$ cat config.mk
export PLATFORM = sky130hd
export DESIGN_NAME = dfc_header_status
export DESIGN_NICKNAME = d
export VERILOG_FILES = /design/src/rtl/dfc_pkg.sv /design/src/rtl/dfc_header_status.sv /design/src/rtl/dfc_lock_byte.sv /design/src/rtl/dfc_w1c_flag.sv
export SDC_FILE = /design/constraint.sdc
export NUM_CORES = 1
export LEC_CHECK = 0
export ABC_AREA = 1
export BUFFER_PORTS_ARGS = -buffer_cell sky130_fd_sc_hd__buf_4
export CAP_MARGIN = 20
export CORE_ASPECT_RATIO = 0.9
export CORE_MARGIN = 10
export CORE_UTILIZATION = 34
export DETAILED_ROUTE_END_ITERATION = 7
export PLACE_DENSITY_LB_ADDON = 0.25
export SLEW_MARGIN = 20
export SYNTH_ARGS = -nofsm -noshare
export SYNTH_HDL_FRONTEND = slang
export SYNTH_SLANG_ARGS = --single-unit
export TNS_END_PERCENT = 1
$ cat constraint.sdc
create_clock -name clk_sys_i -period 2 [get_ports clk_sys_i]
set_input_delay 0.2 -clock clk_sys_i [delete_from_list [all_inputs] [get_ports clk_sys_i]]
set_output_delay 0.2 -clock clk_sys_i [all_outputs]
set_load 0.02 [all_outputs]
$ cat src/rtl/dfc_pkg.sv
// package: register map, field positions, reset values and carriers for the dma function header status block
`default_nettype none
package dfc_pkg;

    // ------------------------------------------------------------------
    // register byte offsets as printed
    // ------------------------------------------------------------------
    localparam logic [11:0] OFS_FUNCTION_STATUS = 12'h006;
    localparam logic [11:0] OFS_REVISION_NUMBER = 12'h008;
    localparam logic [11:0] OFS_CLASS_CODE      = 12'h009;
    localparam logic [11:0] OFS_CACHE_LINE_SIZE = 12'h00C;
    localparam logic [11:0] OFS_LATENCY_TIMER   = 12'h00D;
    localparam logic [11:0] OFS_HEADER_TYPE     = 12'h00E;

    // dword index of each configuration word (offset bits 11:2)
    localparam logic [9:0]  DW_CMD_STATUS  = OFS_FUNCTION_STATUS[11:2];
    localparam logic [9:0]  DW_REV_CLASS   = OFS_REVISION_NUMBER[11:2];
    localparam logic [9:0]  DW_LINE_HEADER = OFS_CACHE_LINE_SIZE[11:2];

    // byte lane of each register inside its dword
    localparam int LANE_STATUS_LO   = 2;
    localparam int LANE_STATUS_HI   = 3;
    localparam int LANE_REV         = 0;
    localparam int LANE_PROG_IF     = 1;
    localparam int LANE_SUBCLASS    = 2;
    localparam int LANE_BASE_CLASS  = 3;
    localparam int LANE_LINE_SIZE   = 0;
    localparam int LANE_LATENCY     = 1;
    localparam int LANE_HEADER_TYPE = 2;

    // ------------------------------------------------------------------
    // status field positions
    // ------------------------------------------------------------------
    localparam int STS_INTX_PENDING  = 3;
    localparam int STS_CAP_LIST      = 4;
    localparam int STS_MASTER_PARITY = 8;
    localparam int STS_SIGNALED_ABT  = 11;
    localparam int STS_RX_CPL_ABORT  = 12;
    localparam int STS_RX_UNSUPP     = 13;
    localparam int STS_SIG_SYS_ERR   = 14;
    localparam int STS_POISON_SEEN   = 15;

    // ------------------------------------------------------------------
    // reset and fixed values
    // ------------------------------------------------------------------
    localparam logic [7:0]  PROG_IF_RESET     = 8'h00;
    localparam logic [7:0]  SUBCLASS_RESET    = 8'h80;
    localparam logic [7:0]  BASE_CLASS_RESET  = 8'h08;
    localparam logic [7:0]  LINE_SIZE_RESET   = 8'h00;
    localparam logic [7:0]  LATENCY_VALUE     = 8'h00;
    localparam logic [7:0]  HEADER_TYPE_VALUE = 8'h80;
    localparam logic [0:0]  CAP_LIST_VALUE    = 1'h1;
    localparam logic [7:0]  BIST_VALUE        = 8'h00;
    localparam logic [31:0] UNMAPPED_VALUE    = 32'h0000_0000;

    // ------------------------------------------------------------------
    // carriers
    // ------------------------------------------------------------------
    typedef struct packed {
        logic        valid;
        logic        write;
        logic [9:0]  dword;
        logic [3:0]  byte_en;
        logic [31:0] wdata;
    } dfc_cfg_req_type;

    typedef struct packed {
        logic poisoned_cpl_rx;
        logic poisoned_req_tx;
        logic poisoned_tlp_rx;
        logic cpl_abort_rx;
        logic cpl_unsupported_rx;
        logic err_msg_tx;
    } dfc_event_type;

endpackage
`default_nettype wire

$ cat src/rtl/dfc_header_status.sv
// dma function header status, class, revision and header type registers
`timescale 1ns/1ns
`default_nettype none
module dfc_header_status #(
    parameter logic [7:0] REVISION_RESET = 8'h01  // arbitrary value, set per implementation
) (
    input  wire logic                     clk_sys_i,
    input  wire logic                     rst_i,
    input  wire logic                     por_rst_i,
    input  wire dfc_pkg::dfc_cfg_req_type cfg_req_i,
    output logic                          cfg_ack_o,
    output logic [31:0]                   cfg_rdata_o,
    input  wire dfc_pkg::dfc_event_type   event_i,
    input  wire logic                     intx_pending_i,
    input  wire logic                     parity_report_enable_i,
    input  wire logic                     system_error_report_enable_i,
    input  wire logic                     devctl_error_report_enable_i,
    input  wire logic                     cfg_lock_i,
    output logic                          error_report_allow_o,
    output logic [7:0]                    cache_line_size_o
);

    // ------------------------------------------------------------------
    // decode
    // ------------------------------------------------------------------
    logic        sel_status;
    logic        sel_rev_class;
    logic        sel_line_header;
    logic        wr;
    logic        rd;
    logic [15:0] status_clr;
    logic [15:0] function_status;
    logic [7:0]  revision_number;
    logic [23:0] class_code;
    logic [7:0]  cache_line_size_r;
    logic        master_parity_error_flag;
    logic        received_completer_abort_flag;
    logic        received_unsupported_flag;
    logic        signaled_system_error_flag;
    logic        poisoned_packet_seen_flag;
    logic        master_parity_set;
    logic        system_error_set;

    assign sel_status    = cfg_req_i.dword == dfc_pkg::DW_CMD_STATUS;
    assign sel_rev_class = cfg_req_i.dword == dfc_pkg::DW_REV_CLASS;
    assign sel_line_header = cfg_req_i.dword == dfc_pkg::DW_LINE_HEADER;
    assign wr            = cfg_req_i.valid && cfg_req_i.write;
    assign rd            = cfg_req_i.valid && !cfg_req_i.write;

    // write-one-to-clear strobes per status bit, gated by its byte lane
    always_comb begin
        status_clr = 16'h0000;
        if (wr && sel_status) begin
            if (cfg_req_i.byte_en[dfc_pkg::LANE_STATUS_LO]) begin
                status_clr[7:0] = cfg_req_i.wdata[23:16];
            end
            if (cfg_req_i.byte_en[dfc_pkg::LANE_STATUS_HI]) begin
                status_clr[15:8] = cfg_req_i.wdata[31:24];
            end
        end
    end

    // ------------------------------------------------------------------
    // error flags
    // ------------------------------------------------------------------
    assign master_parity_set = parity_report_enable_i &&
                               (event_i.poisoned_cpl_rx || event_i.poisoned_req_tx);
    assign system_error_set  = event_i.err_msg_tx && system_error_report_enable_i;

    dfc_w1c_flag u_master_parity (
        .clk_sys_i (clk_sys_i),
        .rst_i     (rst_i),
        .set_i     (master_parity_set),
        .clr_i     (status_clr[dfc_pkg::STS_MASTER_PARITY]),
        .flag_o    (master_parity_error_flag)
    );

    dfc_w1c_flag u_rx_cpl_abort (
        .clk_sys_i (clk_sys_i),
        .rst_i     (rst_i),
        .set_i     (event_i.cpl_abort_rx),
        .clr_i     (status_clr[dfc_pkg::STS_RX_CPL_ABORT]),
        .flag_o    (received_completer_abort_flag)
    );

    dfc_w1c_flag u_rx_unsupported (
        .clk_sys_i (clk_sys_i),
        .rst_i     (rst_i),
        .set_i     (event_i.cpl_unsupported_rx),
        .clr_i     (status_clr[dfc_pkg::STS_RX_UNSUPP]),
        .flag_o    (received_unsupported_flag)
    );

    dfc_w1c_flag u_sig_sys_err (
        .clk_sys_i (clk_sys_i),
        .rst_i     (rst_i),
        .set_i     (system_error_set),
        .clr_i     (status_clr[dfc_pkg::STS_SIG_SYS_ERR]),
        .flag_o    (signaled_system_error_flag)
    );

    dfc_w1c_flag u_poison_seen (
        .clk_sys_i (clk_sys_i),
        .rst_i     (rst_i),
        .set_i     (event_i.poisoned_tlp_rx),
        .clr_i     (status_clr[dfc_pkg::STS_POISON_SEEN]),
        .flag_o    (poisoned_packet_seen_flag)
    );

    // the link layer still needs its own gating by message type
    assign error_report_allow_o = system_error_report_enable_i || devctl_error_report_enable_i;

    // ------------------------------------------------------------------
    // status image
    // ------------------------------------------------------------------
    always_comb begin
        function_status                              = 16'h0000;
        function_status[dfc_pkg::STS_INTX_PENDING]   = intx_pending_i;
        function_status[dfc_pkg::STS_CAP_LIST]       = dfc_pkg::CAP_LIST_VALUE[0];
        function_status[dfc_pkg::STS_MASTER_PARITY]  = master_parity_error_flag;
        function_status[dfc_pkg::STS_SIGNALED_ABT]   = 1'b0;
        function_status[dfc_pkg::STS_RX_CPL_ABORT]   = received_completer_abort_flag;
        function_status[dfc_pkg::STS_RX_UNSUPP]      = received_unsupported_flag;
        function_status[dfc_pkg::STS_SIG_SYS_ERR]    = signaled_system_error_flag;
        function_status[dfc_pkg::STS_POISON_SEEN]    = poisoned_packet_seen_flag;
    end

    // ------------------------------------------------------------------
    // revision and class code
    // ------------------------------------------------------------------
    dfc_lock_byte #(
        .RESET_VAL (REVISION_RESET)
    ) u_revision (
        .clk_sys_i (clk_sys_i),
        .por_rst_i (por_rst_i),
        .we_i      (wr && sel_rev_class && cfg_req_i.byte_en[dfc_pkg::LANE_REV]),
        .lock_i    (cfg_lock_i),
        .wdata_i   (cfg_req_i.wdata[7:0]),
        .q_o       (revision_number)
    );

    dfc_lock_byte #(
        .RESET_VAL (dfc_pkg::PROG_IF_RESET)
    ) u_prog_if (
        .clk_sys_i (clk_sys_i),
        .por_rst_i (por_rst_i),
        .we_i      (wr && sel_rev_class && cfg_req_i.byte_en[dfc_pkg::LANE_PROG_IF]),
        .lock_i    (cfg_lock_i),
        .wdata_i   (cfg_req_i.wdata[15:8]),
        .q_o       (class_code[7:0])
    );

    dfc_lock_byte #(
        .RESET_VAL (dfc_pkg::SUBCLASS_RESET)
    ) u_subclass (
        .clk_sys_i (clk_sys_i),
        .por_rst_i (por_rst_i),
        .we_i      (wr && sel_rev_class && cfg_req_i.byte_en[dfc_pkg::LANE_SUBCLASS]),
        .lock_i    (cfg_lock_i),
        .wdata_i   (cfg_req_i.wdata[23:16]),
        .q_o       (class_code[15:8])
    );

    dfc_lock_byte #(
        .RESET_VAL (dfc_pkg::BASE_CLASS_RESET)
    ) u_base_class (
        .clk_sys_i (clk_sys_i),
        .por_rst_i (por_rst_i),
        .we_i      (wr && sel_rev_class && cfg_req_i.byte_en[dfc_pkg::LANE_BASE_CLASS]),
        .lock_i    (cfg_lock_i),
        .wdata_i   (cfg_req_i.wdata[31:24]),
        .q_o       (class_code[23:16])
    );

    // ------------------------------------------------------------------
    // cache line size
    // ------------------------------------------------------------------
    // stored for software and driven out on cache_line_size_o; nothing inside consumes it
    always_ff @(posedge clk_sys_i or posedge rst_i) begin
        if (rst_i) begin
            cache_line_size_r <= dfc_pkg::LINE_SIZE_RESET;
        end else if (wr && sel_line_header && cfg_req_i.byte_en[dfc_pkg::LANE_LINE_SIZE]) begin
            cache_line_size_r <= cfg_req_i.wdata[7:0];
        end
    end
    assign cache_line_size_o = cache_line_size_r;

    // ------------------------------------------------------------------
    // read path, one cycle after the request
    // ------------------------------------------------------------------
    always_ff @(posedge clk_sys_i or posedge rst_i) begin
        if (rst_i) begin
            cfg_ack_o <= 1'b0;
        end else begin
            cfg_ack_o <= cfg_req_i.valid;
        end
    end

    // command half of the status dword belongs to the neighbouring block and reads zero here
    always_ff @(posedge clk_sys_i or posedge rst_i) begin
        if (rst_i) begin
            cfg_rdata_o <= dfc_pkg::UNMAPPED_VALUE;
        end else if (rd) begin
            if (sel_status) begin
                cfg_rdata_o <= {function_status, 16'h0000};
            end else if (sel_rev_class) begin
                cfg_rdata_o <= {class_code, revision_number};
            end else if (sel_line_header) begin
                cfg_rdata_o <= {dfc_pkg::BIST_VALUE, dfc_pkg::HEADER_TYPE_VALUE,
                                dfc_pkg::LATENCY_VALUE, cache_line_size_r};
            end else begin
                cfg_rdata_o <= dfc_pkg::UNMAPPED_VALUE;
            end
        end
    end

    // ------------------------------------------------------------------
    // assertions
    // ------------------------------------------------------------------
    property p_intx_read;
        @(posedge clk_sys_i) disable iff (rst_i)
        (rd && sel_status) |=> cfg_rdata_o[16 + dfc_pkg::STS_INTX_PENDING] == $past(intx_pending_i);
    endproperty
    a_intx_read: assert property (p_intx_read) else $error("intx pending bit misreported");

    property p_cap_list;
        @(posedge clk_sys_i) disable iff (rst_i)
        (rd && sel_status) |=> cfg_rdata_o[16 + dfc_pkg::STS_CAP_LIST] && cfg_ack_o;
    endproperty
    a_cap_list: assert property (p_cap_list) else $error("capability list bit not one");

    property p_parity_set;
        @(posedge clk_sys_i) disable iff (rst_i)
        (parity_report_enable_i && event_i.poisoned_req_tx) |=> master_parity_error_flag;
    endproperty
    a_parity_set: assert property (p_parity_set) else $error("master parity flag not set");

    property p_parity_gated;
        @(posedge clk_sys_i) disable iff (rst_i)
        (!parity_report_enable_i && !master_parity_error_flag) |=> !master_parity_error_flag;
    endproperty
    a_parity_gated: assert property (p_parity_gated) else $error("parity flag set while disabled");

    property p_cpl_abort;
        @(posedge clk_sys_i) disable iff (rst_i)
        event_i.cpl_abort_rx |=> received_completer_abort_flag [*1] ##0 !received_unsupported_flag || $past(event_i.cpl_unsupported_rx) || $past(received_unsupported_flag);
    endproperty
    a_cpl_abort: assert property (p_cpl_abort) else $error("completer abort flag wrong");

    property p_unsupported;
        @(posedge clk_sys_i) disable iff (rst_i)
        event_i.cpl_unsupported_rx |=> received_unsupported_flag;
    endproperty
    a_unsupported: assert property (p_unsupported) else $error("unsupported flag not set");

    property p_sys_err;
        @(posedge clk_sys_i) disable iff (rst_i)
        (event_i.err_msg_tx && !system_error_report_enable_i && !signaled_system_error_flag)
            |=> !signaled_system_error_flag;
    endproperty
    a_sys_err: assert property (p_sys_err) else $error("system error flag set while disabled");

    property p_poison_seen;
        @(posedge clk_sys_i) disable iff (rst_i)
        event_i.poisoned_tlp_rx |=> poisoned_packet_seen_flag ##1 (poisoned_packet_seen_flag || $past(status_clr[dfc_pkg::STS_POISON_SEEN]));
    endproperty
    a_poison_seen: assert property (p_poison_seen) else $error("poison flag not held");

    property p_w1c_clear;
        @(posedge clk_sys_i) disable iff (rst_i)
        (status_clr[dfc_pkg::STS_RX_CPL_ABORT] && !event_i.cpl_abort_rx) |=> !received_completer_abort_flag;
    endproperty
    a_w1c_clear: assert property (p_w1c_clear) else $error("write one did not clear flag");

    property p_fixed_bytes;
        @(posedge clk_sys_i) disable iff (rst_i)
        (rd && sel_line_header) |=> cfg_rdata_o[23:16] == dfc_pkg::HEADER_TYPE_VALUE &&
                                    cfg_rdata_o[15:8] == dfc_pkg::LATENCY_VALUE;
    endproperty
    a_fixed_bytes: assert property (p_fixed_bytes) else $error("header type or latency wrong");

    property p_cls_write;
        @(posedge clk_sys_i) disable iff (rst_i)
        (wr && sel_line_header && cfg_req_i.byte_en[dfc_pkg::LANE_LINE_SIZE]) |=>
            cache_line_size_o == $past(cfg_req_i.wdata[7:0]);
    endproperty
    a_cls_write: assert property (p_cls_write) else $error("cache line size not written");

    property p_locked;
        @(posedge clk_sys_i) disable iff (rst_i || por_rst_i)
        (cfg_lock_i && wr && sel_rev_class) |=> $stable(class_code) && $stable(revision_number);
    endproperty
    a_locked: assert property (p_locked) else $error("locked field was written");

    property p_no_target_abort;
        @(posedge clk_sys_i) disable iff (rst_i)
        (rd && sel_status) |=> !cfg_rdata_o[16 + dfc_pkg::STS_SIGNALED_ABT];
    endproperty
    a_no_target_abort: assert property (p_no_target_abort) else $error("signaled abort bit not zero");

    // checked at the release edge, before any write can land
    property p_class_por;
        @(posedge clk_sys_i)
        $fell(por_rst_i) |-> class_code == {dfc_pkg::BASE_CLASS_RESET, dfc_pkg::SUBCLASS_RESET,
                                            dfc_pkg::PROG_IF_RESET} && revision_number == REVISION_RESET;
    endproperty
    a_class_por: assert property (p_class_por) else $error("class or revision reset value wrong");

    property p_sticky_keep;
        @(posedge clk_sys_i)
        (rst_i && !por_rst_i && !wr) |=> por_rst_i || ($stable(class_code) && $stable(revision_number));
    endproperty
    a_sticky_keep: assert property (p_sticky_keep) else $error("sticky field lost on reset");

    property p_w1c_keep;
        @(posedge clk_sys_i) disable iff (rst_i)
        (wr && sel_status && !status_clr[dfc_pkg::STS_POISON_SEEN] && poisoned_packet_seen_flag)
            |=> poisoned_packet_seen_flag;
    endproperty
    a_w1c_keep: assert property (p_w1c_keep) else $error("write zero cleared flag");

    property p_sys_err_set;
        @(posedge clk_sys_i) disable iff (rst_i)
        (event_i.err_msg_tx && system_error_report_enable_i) |=> signaled_system_error_flag;
    endproperty
    a_sys_err_set: assert property (p_sys_err_set) else $error("system error flag not set");

    property p_cpl_parity_set;
        @(posedge clk_sys_i) disable iff (rst_i)
        (parity_report_enable_i && event_i.poisoned_cpl_rx) |=> master_parity_error_flag;
    endproperty
    a_cpl_parity_set: assert property (p_cpl_parity_set) else $error("parity flag missed completion");

endmodule // dfc_header_status
`default_nettype wire

$ cat src/rtl/dfc_lock_byte.sv
// one lockable byte that keeps its value across all but the power-on reset
`timescale 1ns/1ns
`default_nettype none
module dfc_lock_byte #(
    parameter logic [7:0] RESET_VAL = 8'h00
) (
    input  wire logic       clk_sys_i,
    input  wire logic       por_rst_i,
    input  wire logic       we_i,
    input  wire logic       lock_i,
    input  wire logic [7:0] wdata_i,
    output logic [7:0]      q_o
);
    // only the power-on reset reaches this byte
    always_ff @(posedge clk_sys_i or posedge por_rst_i) begin
        if (por_rst_i) begin
            q_o <= RESET_VAL;
        end else if (we_i && !lock_i) begin
            q_o <= wdata_i;
        end
    end
endmodule // dfc_lock_byte
`default_nettype wire

$ cat src/rtl/dfc_w1c_flag.sv
// one sticky error flag: hardware sets, software clears by writing one
`timescale 1ns/1ns
`default_nettype none
module dfc_w1c_flag (
    input  wire logic clk_sys_i,
    input  wire logic rst_i,
    input  wire logic set_i,
    input  wire logic clr_i,
    output logic      flag_o
);
    // a set in the clearing cycle wins so no event is lost
    always_ff @(posedge clk_sys_i or posedge rst_i) begin
        if (rst_i) begin
            flag_o <= 1'b0;
        end else if (set_i) begin
            flag_o <= 1'b1;
        end else if (clr_i) begin
            flag_o <= 1'b0;
        end
    end
endmodule // dfc_w1c_flag
`default_nettype wire
After elaboration in Yosys (flattened, before gate mapping)
Index checks and enable logic that the tools add are counted.
W data, S select, Z words.
- input bits: 62
- output and inout port bits: 42
- word-level logic and storage cells: 56
- register bits after elaboration: 78
- equal/unequal tests: 3
- reductions and logical operators: 25
- muxes and demuxes: 16
- operator list (cell ; count):
    $mux W32 ; 2
    $mux W24 ; 1
    $eq A10 B2 Y1 const B ; 2
    $logic_and A1 B1 Y1 ; 16
    $mux W16 ; 1
    $mux W8 ; 2
    $eq A10 B1 Y1 const B ; 1
    $mux W1 ; 10
    $reduce_bool A2 Y1 ; 5
    $logic_not A1 Y1 ; 2
    $logic_or A1 B1 Y1 ; 2

Longest topological paths before layout
- depth after elaboration: 5
- gate-level depth with buffers: 9
- depth with buffers taken out: 8

Modules after synthesis
From an unflattened synthesis, not the netlist that was laid out.
- cell total of the unflattened synthesis: 435
- area total of the unflattened synthesis: 3539.6 um2
- by module, submodules not included (module ; area an instance (um2) ; instances ; cells an instance ; sequential area each (um2)):
    dfc_header_status ; 1995.7 ; 1 ; 261 ; 1026.0
    dfc_lock_byte (u_base_class ...) ; 331.6 ; 3 ; 36 ; 201.4
    dfc_lock_byte (u_prog_if) ; 330.3 ; 1 ; 36 ; 200.2
    dfc_w1c_flag ; 43.8 ; 5 ; 6 ; 25.0

Worst setup path after synthesis
Ideal clock, no wire load.
- path kind: input-to-reg
- start: input port cfg_req_i[39] in the netlist's numbering
- end: register u_master_parity.flag_o
- stages on the path: 8
- setup time: 0.121 ns
- data required time: 1.879 ns
- arrival: 1.038 ns
- path slack: 0.842 ns
- path buffers: 2
- cells stage by stage: nor2_1 -> nand2_1 -> nor2_2 -> buf_6 -> buf_4 -> nand4_1 -> nand2_1 -> nand2_1
- cells in the longest elaborated chain, start to end: 4
- RTL lines (item ; RTL line ; RTL):
    start: declaration ; dfc_header_status.sv:10 ; input wire dfc_pkg::dfc_cfg_req_type cfg_req_i,
    $eq A10 B1 Y1 ; dfc_header_status.sv:44 ; assign sel_status = cfg_req_i.dword == dfc_pkg::DW_CMD_STATUS;
    $logic_and A1 B1 Y1 ; dfc_header_status.sv:53 ; if (wr && sel_status) begin
    $mux W16 ; dfc_header_status.sv:53 ;
    $reduce_bool A2 Y1 (no source line) ; n/a ;
    end signal: assignment ; dfc_w1c_flag.sv:14 ; flag_o <= 1'b0;
    end signal: assignment ; dfc_w1c_flag.sv:16 ; flag_o <= 1'b1;
    end signal: assignment ; dfc_w1c_flag.sv:18 ; flag_o <= 1'b0;
    end: declaration ; dfc_w1c_flag.sv:9 ; output logic flag_o
No other way between the ends.
A chain may end at the register's enable or synchronous reset.

Worst setup path in the final report
- start: input port cfg_req_i[47] in the netlist's numbering
- end: register u_base_class.q_o[6]
- cells in the longest elaborated chain, start to end: 4
- RTL lines (item ; RTL line ; RTL):
    $logic_and A1 B1 Y1 ; dfc_header_status.sv:47 ; assign wr = cfg_req_i.valid && cfg_req_i.write;
    $logic_and A1 B1 Y1 (2 in series) ; dfc_header_status.sv:169 ; .we_i (wr && sel_rev_class && cfg_req_i.byte_en[dfc_pkg::LANE_BASE_CLASS]),
    $logic_and A1 B1 Y1 ; dfc_lock_byte.sv:18 ; end else if (we_i && !lock_i) begin
    end signal: assignment ; dfc_lock_byte.sv:19 ; q_o <= wdata_i;
    end: declaration ; dfc_lock_byte.sv:12 ; output logic [7:0] q_o
No other way between the ends.

==> impl_summary.txt <==
----------------------------------------------------
[CTS]
  Clock slew at reported path FFs ... 50 ps
  TritonCTS clock tree ... yes
  CTS sink count ... 78
  CTS Root Cell ... sky130_fd_sc_hd__clkbuf_16
  Maximum root-to-sink buffer count ... 2
  CTS HTree Levels ... 3
  Source-to-sink clock delay at the later pin of the worst-skew pair ... 330 ps
  Number of buffers created by CTS ... 9

[Power]
  Internal power ... 2.68 mW
  Maximum VDD drop ... 0.000390 V
  Total chip power ... 3.44 mW
  Share of total power in combinational logic ... 7.6%
  Switching power share of the total ... 22.0%
  Share of power burned in registers ... 46.1%
  Static power due to leakage ... 2.75 nW
  Net switching power ... 756 uW
  Power density over the cells ... 712 nW/um^2
  Clock group share of total power ... 46.3%

[Logic synthesis]
  Gate count of the mapped netlist ... 430
  Leading cell types by total area after synthesis ... sky130_fd_sc_hd__dfrtp_1 (53%), sky130_fd_sc_hd__nand2_1 (20%), sky130_fd_sc_hd__nand3_1 (7.5%)
  Leading area contributor after synthesis ... sky130_fd_sc_hd__dfrtp_1
  Syn nets ... 492
  Netlist area before placement ... 3550 sq um
  Area fraction of the dominant cell type after synthesis ... 52.9%
  Yosys cell types ... 24
  Count of yosys warnings during synthesis ... 0
  Leading cell type by number of instances after synthesis ... sky130_fd_sc_hd__nand2_1
  Share of flip-flops with an asynchronous set or reset after synthesis ... 100%
  Top post-synthesis cells by count ... sky130_fd_sc_hd__nand2_1 (189), sky130_fd_sc_hd__dfrtp_1 (75), sky130_fd_sc_hd__nand3_1 (53), sky130_fd_sc_hd__nand4_1 (29), sky130_fd_sc_hd__inv_1 (25)
  Syn_area_per_cell ... 8.25 sq um
  Part of the Yosys area used for sequential elements ... 55.1%
  Main synth FF type ... sky130_fd_sc_hd__dfrtp_1
  Count of flip-flops with a built-in enable after synthesis ... 0
  Post-synthesis sequential element count ... 78

[Worst hold path]
  Hold Crit Class ... input port to register
  Startpoint of the most critical hold path ... event_i[2]

[Setup path]
  List of cells traversed by the critical path ... dlygate4sd3_1 > buf_4 > nand2_1 > inv_2 > nand4_2 > nand2_1 > nand2_1
  Crit path buf inv count ... 3
  Crit Path Max Fanout ... 20
  Family of cells with the greatest summed delay on the critical path ... buffers and inverters
  Most used cell, CP ... sky130_fd_sc_hd__nand2_1
  Critical-path cell with the highest stage delay ... sky130_fd_sc_hd__dlygate4sd3_1
  Data required time at the worst endpoint ... 2210 ps
  Data arrival time of the critical path ... 1770 ps
  Setup crit end kind ... register
  CP startpoint kind ... input port
  Worst setup path startpoint ... cfg_req_i[47]
  Worst reg2reg path startpoint ... u_revision.q_o[0]
  Critical path's largest stage delay ... 530 ps
  Category of the critical setup timing path ... input port to register

[Timing]
  Highest clock rate ... 642 MHz
  Max Transition Viols Final ... 0
  Count of final hold-check violations ... 0
  Worst-margin pin slew ... 577 ps
  Clock tree skew after final layout ... 5.60 ps
  Slew Limit Headroom ... 61.5%
  RSZ-0062 raised after global routing ... false
  Post-route clock period utilization ... 77.9%
  Final sum of negative setup slack ... 0 ps
  Setup violation total in the final timing report ... 0
  Time the worst path needs with I/O delays and setup ... 1560 ps

[Cells and area]
  Layout net count ... 606
  Fraction of layout instances using a drive strength above 1 ... 28.1%
  Count of inserted antenna diode cells ... 0
  Synthesis-to-layout area growth ... 36.1%
  Final cell count without fillers ... 677

[Route]
  1st-iter DRT viols ... 302
  Post-detailed-route DRC marker count ... 0
  Via count ... 3,260
  Vias per Instance ... 4.82
  Number of iterations in the first detailed-routing pass ... 4
  Final routed wire length divided by cell count ... 15.6 um
  Post-route ant nets ... 0
  Post-Route WL ... 10.6 mm

[Placement]
  Half-perimeter wire length of the detailed placement result ... 7.94 mm
  Port buffer count ... 103
  Weighted congestion at the end of routability-driven global placement ... 0.781
  Placed insts ... 659

[Floorplanning]
  Row count ... 35
  Effective utilization at floorplan ... 34.8%
  Boundary pin count ... 104
  Vert. Die Dim ... 117 um
  Area enclosed by the die boundary ... 14,900 sq um
  Die W ... 128 um
  Core area ... 10,200 sq um

[Status]
  Result of the run ... completed

[Global route]
  GR Overflow Total ... 0
  Largest net degree at the start of global routing ... 42
  First-pass GRT wire length ... 17.2 mm
  Number of global-route vias before repair ... 3,421
  All-Layer GR Usage ... 14.4%
  Number of antenna violations at the first check in global routing ... 0

[Run]
  MaxCap Viol Count ... 0

----------------------------------------------------
==> per-stage QoR <==
stage          util [%]  setup WS (ps)  instance area [sq um]  hold slack (ps)
3_5_place_dp       44.2            310                   4510              215
5_1_grt            47.3            311                   4830             67.7
4_1_cts            47.3            463                   4830             47.2
6_report           47.3            443                   4830             56.2
2_1_floorplan         -            712                   3550              231
3_3_place_gp       44.2            417                   4510              203
==> flip-flops by register name, indices dropped and copies added (netlist names), 8 cells and up <==
name and flops:
u_prog_if.q_o 8, u_subclass.q_o 8, u_base_class.q_o 8, cache_line_size_o 8
u_revision.q_o 8, cfg_rdata_o 32
==> layout by cell type (no fill, tap or decap), types with 3 or more instances in the layout <==
master and count:
sky130_fd_sc_hd__buf_4 118, sky130_fd_sc_hd__clkbuf_16 9, sky130_fd_sc_hd__dfrtp_1 75, sky130_fd_sc_hd__dfstp_2 3
sky130_fd_sc_hd__dlygate4sd3_1 3, sky130_fd_sc_hd__inv_1 24, sky130_fd_sc_hd__inv_2 3, sky130_fd_sc_hd__nand2_1 189
sky130_fd_sc_hd__nand3_1 53, sky130_fd_sc_hd__nand4_1 29, sky130_fd_sc_hd__nand4_2 3, sky130_fd_sc_hd__nor2_1 8
sky130_fd_sc_hd__nor2_2 5, sky130_fd_sc_hd__o21ai_0 8
==> repair_timing <==
action	4_1_cts	5_1_grt
hold buffers	3	0
buffers inserted	0	0
resized for setup	0	0
hold endpoints to repair	25	0
==> path summary, 6_finish.rpt <==
check,endpoint,slack (ps),cells past startpoint
max,u_base_class.q_o[6],440,7
min,u_rx_cpl_abort.flag_o,60,3
max reg2reg,cfg_rdata_o[0],1080,4
min reg2reg,u_revision.q_o[0],470,2
max in group asynchronous,cfg_rdata_o[25],990,4
min in group asynchronous,cfg_rdata_o[9],420,3
==> tightest hold or removal path: cells and delay by family <==
kind / cells / cell delay (ps)
AND/OR/NAND/NOR: 1 / 50
buffers and inverters: 2 / 100
==> cell families (layout without fill, tap and decap cells) <==
family                 count (synthesis)  after routing  synth area share [%]
AO/OA/AOI/OAI                         11             11                  1.66
buffers and inverters                 47            165                  6.14
flip-flops                            78             78                  55.1
AND/OR/NAND/NOR                      294            294                  37.1
==> metal layers <==
layer | global-route usage (%) | vias to the layer above | wire (um)
met3 | 2.88 | 11 | 534
met5 | 0 | - | 0
met1 | 17.2 | 1552 | 4670
met2 | 24.8 | 76 | 5160
met4 | 6.00 | 0 | 179
li1 | - | 1621 | -
==> power by group through the flow <==
stage               Sequential (mW)  Combinational [mW]  Clock [mW]
floorplan                      1.61              0.0966           0
global placement               1.61               0.257           0
detailed placement             1.61               0.261           0
CTS                            1.58               0.266        1.62
global route                   1.58               0.289        1.69
finish                         1.58               0.262        1.59
==> final cells by class <==
type                       count  area (sq um)
clock buffer                  11           243
timing repair buffer         122           936
fill                        1027          5380
tap                          129           161
inverter                      28           105
clock inverter                 4          47.5
sequential                    78          1960
multi-input combinational    305          1380
Power figures use the tool's default switching activity.
